File: config.mk
export PLATFORM = sky130hd
export DESIGN_NAME = tcg_top
export DESIGN_NICKNAME = d
export VERILOG_FILES = /design/src/shared/tcg_pkg.sv /design/src/design/tcg_top.sv
export VERILOG_INCLUDE_DIRS = /design/src /design/src/shared
export SDC_FILE = /design/constraint.sdc
export NUM_CORES = 1
export LEC_CHECK = 0
export ABC_AREA = 1
export BUFFER_PORTS_ARGS = -buffer_cell sky130_fd_sc_hd__buf_2
export CORE_ASPECT_RATIO = 1.2
export CORE_MARGIN = 8
export CORE_UTILIZATION = 50
export CTS_CLUSTER_DIAMETER = 60
export CTS_CLUSTER_SIZE = 25
export DETAILED_ROUTE_END_ITERATION = 10
export GPL_TIMING_DRIVEN = 0
export PLACE_DENSITY = 0.83
export SLEW_MARGIN = 25
export SYNTH_ARGS = -nofsm -noshare
export SYNTH_HDL_FRONTEND = slang
export SYNTH_SLANG_ARGS = --single-unit
File: constraint.sdc
create_clock -name clk -period 1.7 [get_ports clk]
set_input_delay 0.17 -clock clk [delete_from_list [all_inputs] [get_ports clk]]
set_output_delay 0.17 -clock clk [all_outputs]
set_load 0.01 [all_outputs]
File: src/shared/tcg_cfg.svh
`ifndef TCG_CFG_SVH
`define TCG_CFG_SVH

// ------------------------------------------------------------
// register offsets (byte addresses)
// ------------------------------------------------------------
`define TCG_OFF_GATE 12'h000
`define TCG_OFF_PRESCALE 12'h004
`define TCG_OFF_DIVIDER 12'h008
`define TCG_OFF_CHAN_BASE 12'h010
`define TCG_CHANNELS 8
`define TCG_CHAN_IDX_W 3

// ------------------------------------------------------------
// field positions
// ------------------------------------------------------------
`define TCG_GATE_TIMER_A 0
`define TCG_GATE_W 8
`define TCG_PRESCALE_W 16
`define TCG_PRESCALE_MASK 16'h33FF
`define TCG_PICK_HI 15
`define TCG_PICK_LO 14
`define TCG_DIV_W 15

// ------------------------------------------------------------
// reset values
// ------------------------------------------------------------
`define TCG_GATE_RST 8'h00
`define TCG_PRESCALE_RST 16'h0000
`define TCG_PICK_RST 2'h0
`define TCG_DIV_RST 15'h0000

`endif

File: src/shared/tcg_pkg.sv
`default_nettype none

package tcg_pkg;

    // channel operation clock pick, in field value order
    typedef enum logic [1:0] {
        TCG_PICK_ZERO,
        TCG_PICK_TWO,
        TCG_PICK_ONE,
        TCG_PICK_THREE
    } tcg_pick_e;

    // timer prescaler select register layout
    typedef struct packed {
        logic [1:0] rsvd_hi;
        logic [1:0] prescale_three_select;
        logic [1:0] rsvd_mid;
        logic [1:0] prescale_two_select;
        logic [3:0] prescale_one_select;
        logic [3:0] prescale_zero_select;
    } tcg_prescale_s;

    // peripheral clock gate register layout
    typedef struct packed {
        logic calendar_clock_gate;
        logic serial_bus_b_clock_gate;
        logic converter_clock_gate;
        logic serial_bus_a_clock_gate;
        logic serial_array_b_clock_gate;
        logic serial_array_a_clock_gate;
        logic timer_unit_b_clock_gate;
        logic timer_unit_a_clock_gate;
    } tcg_gate_s;

endpackage

`default_nettype wire

File: src/design/tcg_top.sv
// The placing of the registers and the APB interface to the registers were left to the implementer.
`include "tcg_cfg.svh"
`default_nettype none

// Operation
// - timer unit a gets its clock only while gate bit 0 is one
// - eight-bit gate register, one bit per peripheral clock
// - prescaled clock zero is main clock divided by two to field
// - sixteen-bit prescaler select, four fields, unused bits read zero
// - channel mode bits 15:14 pick prescaled clock zero, two, one, three
module tcg_top
    import tcg_pkg::*;
(
    input wire logic clk,
    input wire logic rst,
    input wire logic psel,
    input wire logic penable,
    input wire logic pwrite,
    input wire logic [11:0] paddr,
    input wire logic [31:0] pwdata,
    output logic [31:0] prdata,
    output logic pready,
    output logic pslverr,
    output logic [`TCG_GATE_W-1:0] peripheral_clock_gate,
    output logic [3:0] prescaled_clock,
    output logic [`TCG_CHANNELS-1:0] channel_tick
);

    // ------------------------------------------------------------
    // state
    // ------------------------------------------------------------
    tcg_gate_s gate_q, gate_d;
    tcg_prescale_s ps_q, ps_d;
    tcg_pick_e pick_q [`TCG_CHANNELS];
    tcg_pick_e pick_d [`TCG_CHANNELS];
    logic [31:0] rdata_q, rdata_d;
    logic [`TCG_DIV_W-1:0] div_q, div_d;
    logic [3:0] tick_q, tick_d;
    logic [`TCG_CHANNELS-1:0] chan_q, chan_d;

    logic setup;
    logic access;
    logic hit_gate;
    logic hit_ps;
    logic hit_div;
    logic hit_chan;
    logic [11:0] chan_off;
    logic [`TCG_CHAN_IDX_W-1:0] chan_idx;
    logic unit_on;
    logic [3:0] sel_a [4];

    // ------------------------------------------------------------
    // apb decode
    // ------------------------------------------------------------
    assign setup = psel && !penable;
    assign access = psel && penable;
    assign hit_gate = (paddr == `TCG_OFF_GATE);
    assign hit_ps = (paddr == `TCG_OFF_PRESCALE);
    assign hit_div = (paddr == `TCG_OFF_DIVIDER);
    assign chan_off = paddr - `TCG_OFF_CHAN_BASE;
    assign hit_chan = (chan_off[11:5] == 7'h00) &&
        (chan_off[1:0] == 2'h0);
    assign chan_idx = chan_off[2 +: `TCG_CHAN_IDX_W];
    assign unit_on = gate_q.timer_unit_a_clock_gate;

    assign pready = 1'b1;
    assign pslverr = access && !(hit_gate || hit_ps || hit_div || hit_chan);
    assign prdata = rdata_q;

    // ------------------------------------------------------------
    // register writes and register flops
    // ------------------------------------------------------------
    always_comb begin
        gate_d = gate_q;
        ps_d = ps_q;
        for (int i = 0; i < `TCG_CHANNELS; i++) begin
            pick_d[i] = pick_q[i];
        end
        if (access && pwrite) begin
            if (hit_gate) begin
                gate_d = tcg_gate_s'(pwdata[`TCG_GATE_W-1:0]);
            end
            if (hit_ps && unit_on) begin
                ps_d = tcg_prescale_s'(pwdata[`TCG_PRESCALE_W-1:0] &
                    `TCG_PRESCALE_MASK);
            end
            if (hit_chan && unit_on) begin
                pick_d[chan_idx] =
                    tcg_pick_e'(pwdata[`TCG_PICK_HI:`TCG_PICK_LO]);
            end
        end
    end

    always_ff @(posedge clk) begin
        if (rst) begin
            gate_q <= tcg_gate_s'(`TCG_GATE_RST);
            ps_q <= tcg_prescale_s'(`TCG_PRESCALE_RST);
            for (int i = 0; i < `TCG_CHANNELS; i++) begin
                pick_q[i] <= tcg_pick_e'(`TCG_PICK_RST);
            end
        end else begin
            gate_q <= gate_d;
            ps_q <= ps_d;
            for (int i = 0; i < `TCG_CHANNELS; i++) begin
                pick_q[i] <= pick_d[i];
            end
        end
    end

    // ------------------------------------------------------------
    // read data, loaded at the setup edge
    // ------------------------------------------------------------
    always_comb begin
        rdata_d = rdata_q;
        if (setup) begin
            rdata_d = 32'h0000_0000;
            if (!pwrite) begin
                if (hit_gate) begin
                    rdata_d[`TCG_GATE_W-1:0] = gate_q;
                end
                if (hit_ps) begin
                    rdata_d[`TCG_PRESCALE_W-1:0] = ps_q;
                end
                if (hit_div) begin
                    rdata_d[`TCG_DIV_W-1:0] = div_q;
                end
                if (hit_chan) begin
                    rdata_d[`TCG_PICK_HI:`TCG_PICK_LO] = pick_q[chan_idx];
                end
            end
        end
    end

    always_ff @(posedge clk) begin
        if (rst) begin
            rdata_q <= 32'h0000_0000;
        end else begin
            rdata_q <= rdata_d;
        end
    end

    assign peripheral_clock_gate = gate_q;

    // ------------------------------------------------------------
    // prescaler divider and enable pulses
    // ------------------------------------------------------------
    always_comb begin
        sel_a[0] = ps_q.prescale_zero_select;
        sel_a[1] = ps_q.prescale_one_select;
        sel_a[2] = {2'h0, ps_q.prescale_two_select};
        sel_a[3] = {2'h0, ps_q.prescale_three_select};
    end

    always_comb begin
        div_d = div_q;
        if (unit_on) begin
            div_d = div_q + 15'h0001;
        end else begin
            div_d = `TCG_DIV_RST;
        end
    end

    genvar k;
    generate
        for (k = 0; k < 4; k++) begin : g_tick
            logic [15:0] mask;
            assign mask = (16'h0001 << sel_a[k]) - 16'h0001;
            // pulse once every two-to-the-field main clock cycles
            assign tick_d[k] = unit_on &&
                ((div_q & mask[`TCG_DIV_W-1:0]) ==
                mask[`TCG_DIV_W-1:0]);
        end
    endgenerate

    // ------------------------------------------------------------
    // channel clock pick
    // ------------------------------------------------------------
    genvar c;
    generate
        for (c = 0; c < `TCG_CHANNELS; c++) begin : g_chan
            logic pick_tick;
            always_comb begin
                case (pick_q[c])
                    TCG_PICK_ZERO: pick_tick = tick_d[0];
                    TCG_PICK_TWO: pick_tick = tick_d[2];
                    TCG_PICK_ONE: pick_tick = tick_d[1];
                    TCG_PICK_THREE: pick_tick = tick_d[3];
                    default: pick_tick = 1'b0;
                endcase
            end
            assign chan_d[c] = pick_tick;
        end
    endgenerate

    always_ff @(posedge clk) begin
        if (rst) begin
            div_q <= `TCG_DIV_RST;
        end else begin
            div_q <= div_d;
        end
    end

    always_ff @(posedge clk) begin
        if (rst) begin
            tick_q <= 4'h0;
        end else begin
            tick_q <= tick_d;
        end
    end

    always_ff @(posedge clk) begin
        if (rst) begin
            chan_q <= '0;
        end else begin
            chan_q <= chan_d;
        end
    end

    assign prescaled_clock = tick_q;
    assign channel_tick = chan_q;

endmodule

`default_nettype wire

==> results.yml <==
setup_path:
  worst_ep_arrival_time_ns: 2.22
  crit_chain: "nor2_4, nand2_2, ha_4, nor2_2, nor2_1, nand3_1, nor2_1, nand2_1, inv_2, buf_12, nand3_4, a21oi_2, nand2_1, inv_1"
  path_buf_inv: 3
  reg2reg_depth: 14
  crit_path_start_kind: "register"
  cpLargestDelayFamily: "simple AND/OR/NAND/NOR gates"
  critPathRequiredTime_ns: 2.00
  path_depth: 14
  slowest_stage: "dfxtp_4"
  cp_max_fo: 7
  crit_path_max_incr_delay_ns: 0.39
  endpoint_kind: "register"
  worstSetupPathType: "reg2reg"
drt:
  via_per_inst: 5.54
  routed_wl_um: 15600
  firstDrtPassIters: 8
  drt-initial-drc-count: 503
  vias: 5398
  ant_nets: 0
  wl_per_cell_um: 16.0
  drc: 0
synth:
  syn_inst: 738
  ys_ff_latch: 79
  synth-edff-count: 0
  synth-main-ff-cell: "dfxtp_1"
  synth_cell_types: 42
  yosysSeqAreaShare_pct: 32.9
  yosysWarnings: 0
  avgSynthCellArea_um2: 6.51
  synth_area_mm2: 0.00480
  synthArstFlopShare_pct: 0
timing:
  maxSlewViolCount: 0
  setup_viol: 9
  finClkSkew_ns: 0.00905
  fmax_mhz: 520
  worst_slack_ns: -0.223
  hold_slack_ns: 0.0941
  hold_viol_final: 0
  period_minus_slack_ns: 1.92
  finalCritPeriodShare_pct: 113
  slew-limit-headroom_pct: 31.8
  tightest_slew_ns: 1.02
  rsz0062_at_grt: "yes"
power:
  powerDensity_mw_per_mm2: 698
  leakage_nw: 2.72
  peakVddDrop_mv: 0.600
clock_tree:
  clk_path_buf_depth: 2
  clkTransAtPathRegs_ns: 0.06
  cts_made_buffers: 9
  htree_levels: 3
  cts_tree: "done"
  cts.sinks: 79
  clkLatencyLatePin_ns: 0.35
  clockRootBuffer: "clkbuf_16"
  holdBufCountCts: 0
status:
  violations: "negative setup slack"
  status: "complete, but fails checks"
placed_design:
  io_buffers: 65
  gp_congestion: 0.940
  dp_worst_setup_slack_ns: -0.325
  detailed_place.area_mm2: 0.00534
  hpwl_um: 10900
min_path:
  min_path_cells: 3
  worstHoldPathType: "in2reg"
grt:
  grt_pass1_wl_um: 24900
  grt-ovfl-total: 0
  antenna_found_initial: 0
  grt_max_degree: 14
  grt_pass1_vias: 5107
  grt.total_usage_pct: 24.2
run:
  maxCapViolCount: 0
final_layout:
  final_cell_area_mm2: 0.00602
  final_common_cell: "nand2_1"
  final_nets: 901
  layout_common_cells: "nand2_1 (149), inv_1 (96), nor2_1 (81)"
  diodes: 0
  drive_gt1_share_pct: 24.8
  fillers: 824
  synthToLayoutAreaGrowth_pct: 25.4
floorplan:
  die_x_um: 105
  start_util_pct: 51.0
  fp.coreArea_mm2: 0.00942
  die_area_mm2: 0.0130
  die_h_um: 123
  io_pins: 103
  num_rows: 39
## worst paths after layout
| path | from | to | slack, ns |
|---|---|---|---|
| worst min register to register | prdata[1]$_SDFFE_PP0P_ | prdata[1]$_SDFFE_PP0P_ | 0.46 |
| worst min-delay path | pwdata[9] | ps_q[9]$_SDFFE_PP0P_ | 0.09 |
| worst max register to register | ps_q[1]$_SDFFE_PP0P_ | channel_tick[2]$_SDFF_PP0_ | -0.22 |
| worst max-delay path | ps_q[1]$_SDFFE_PP0P_ | channel_tick[2]$_SDFF_PP0_ | -0.22 |
## routing by layer
metal  vias up  part of all wire [%]  track usage, %
met4         0                   5.7            17.2
met1      2447                    37            26.0
met2       285                    50            42.3
met3        68                   7.0            4.69
met5         -                     0               0
li1       2598                     -               -
## sequential cells by signal, indices dropped and copies added, names as in the netlist
name and count:
channel_tick 8, unit_on 1, prescaled_clock 4, div_q 15, prdata 16, ps_q 12
peripheral_clock_gate 7, pick_q 16
## area by class of cell
| cell class | count | area, um2 | share of cell area (%) |
|---|---|---|---|
| tap | 123 | 154 | 2.55 |
| timing repair buffer | 80 | 470 | 7.81 |
| clock buffer | 11 | 243 | 4.03 |
| multi-input combinational | 529 | 2810 | 46.6 |
| buffer | 33 | 218 | 3.61 |
| clock inverter | 5 | 81.3 | 1.35 |
| inverter | 114 | 435 | 7.23 |
| sequential | 79 | 1620 | 26.9 |
## what timing repair did
item / in CTS / in global routing
resized for setup: 37 / 29
endpoints found under the hold margin: 0 / 0
gates cloned: 2 / 0
endpoints found under the setup margin: 14 / 45
pin swaps: 8 / 13
buffers inserted: 11 / 4
## power by group
group	leakage, nW	internal [mW]	switching (mW)
clock network	0.156	1.33	0.793
logic	1.92	0.0886	0.158
registers	0.645	1.84	0.0000228
total	2.72	3.25	0.951
## logic make-up (layout without fill, tap and decap cells)
logic type | Yosys count | count (layout) | share of synthesized area, %
DFF | 79 | 79 | 32.9
buffers and inverters | 147 | 243 | 13.4
other | 2 | 17 | 0.156
AOI/OAI and AO/OA | 147 | 147 | 16.4
and+or+nand+nor | 356 | 358 | 35.3
adders and majority gates | 6 | 6 | 1.56
muxes | 1 | 1 | 0.208
## tightest hold or removal path: stages
cell	delay, ns
buf_2	0.08
o21ai_1	0.06
a21oi_1	0.10
## synthesized netlist by cell type (2+ instances only)
cell type  number  area share [%]
nor2_2          5            0.65
nand2_4         2            0.47
o211ai_1        7             1.1
nand4_1        25             3.3
clkbuf_1        8            0.63
nand2_1       152              12
nor2_4          7             1.6
nand3_1        50             5.2
inv_2          15             1.2
o22ai_1         4            0.52
nor3_2          2            0.42
inv_1          97             7.6
buf_4          18             2.8
nand3_2         2            0.42
nand3_4         3             1.1
conb_1          2            0.16
a31oi_1         3            0.39
nand2_2         4            0.52
nor2_8          2            0.83
a21oi_1        70             7.3
nor3_1          9            0.94
nor2_1         90             7.0
buf_2           5            0.52
o21ai_1        17             1.8
o21ai_0        39             4.1
ha_1            6             1.6
dfxtp_1        79              33
## through the flow
step / setup TNS [ns] / std cells / total power, mW / utilization [%]
finish: -1.72 / 974 / 4.20 / 64.0
global route: -3.05 / 974 / 4.30 / 64.0
CTS: -1.22 / 970 / 4.21 / 62.9
detailed placement: -9.12 / 941 / 2.13 / 56.7
global placement: -7.78 / 941 / 2.12 / 56.7
floorplan: 0 / 753 / 2.04 / -
Note: power is estimated with default switching activity, not from simulation.
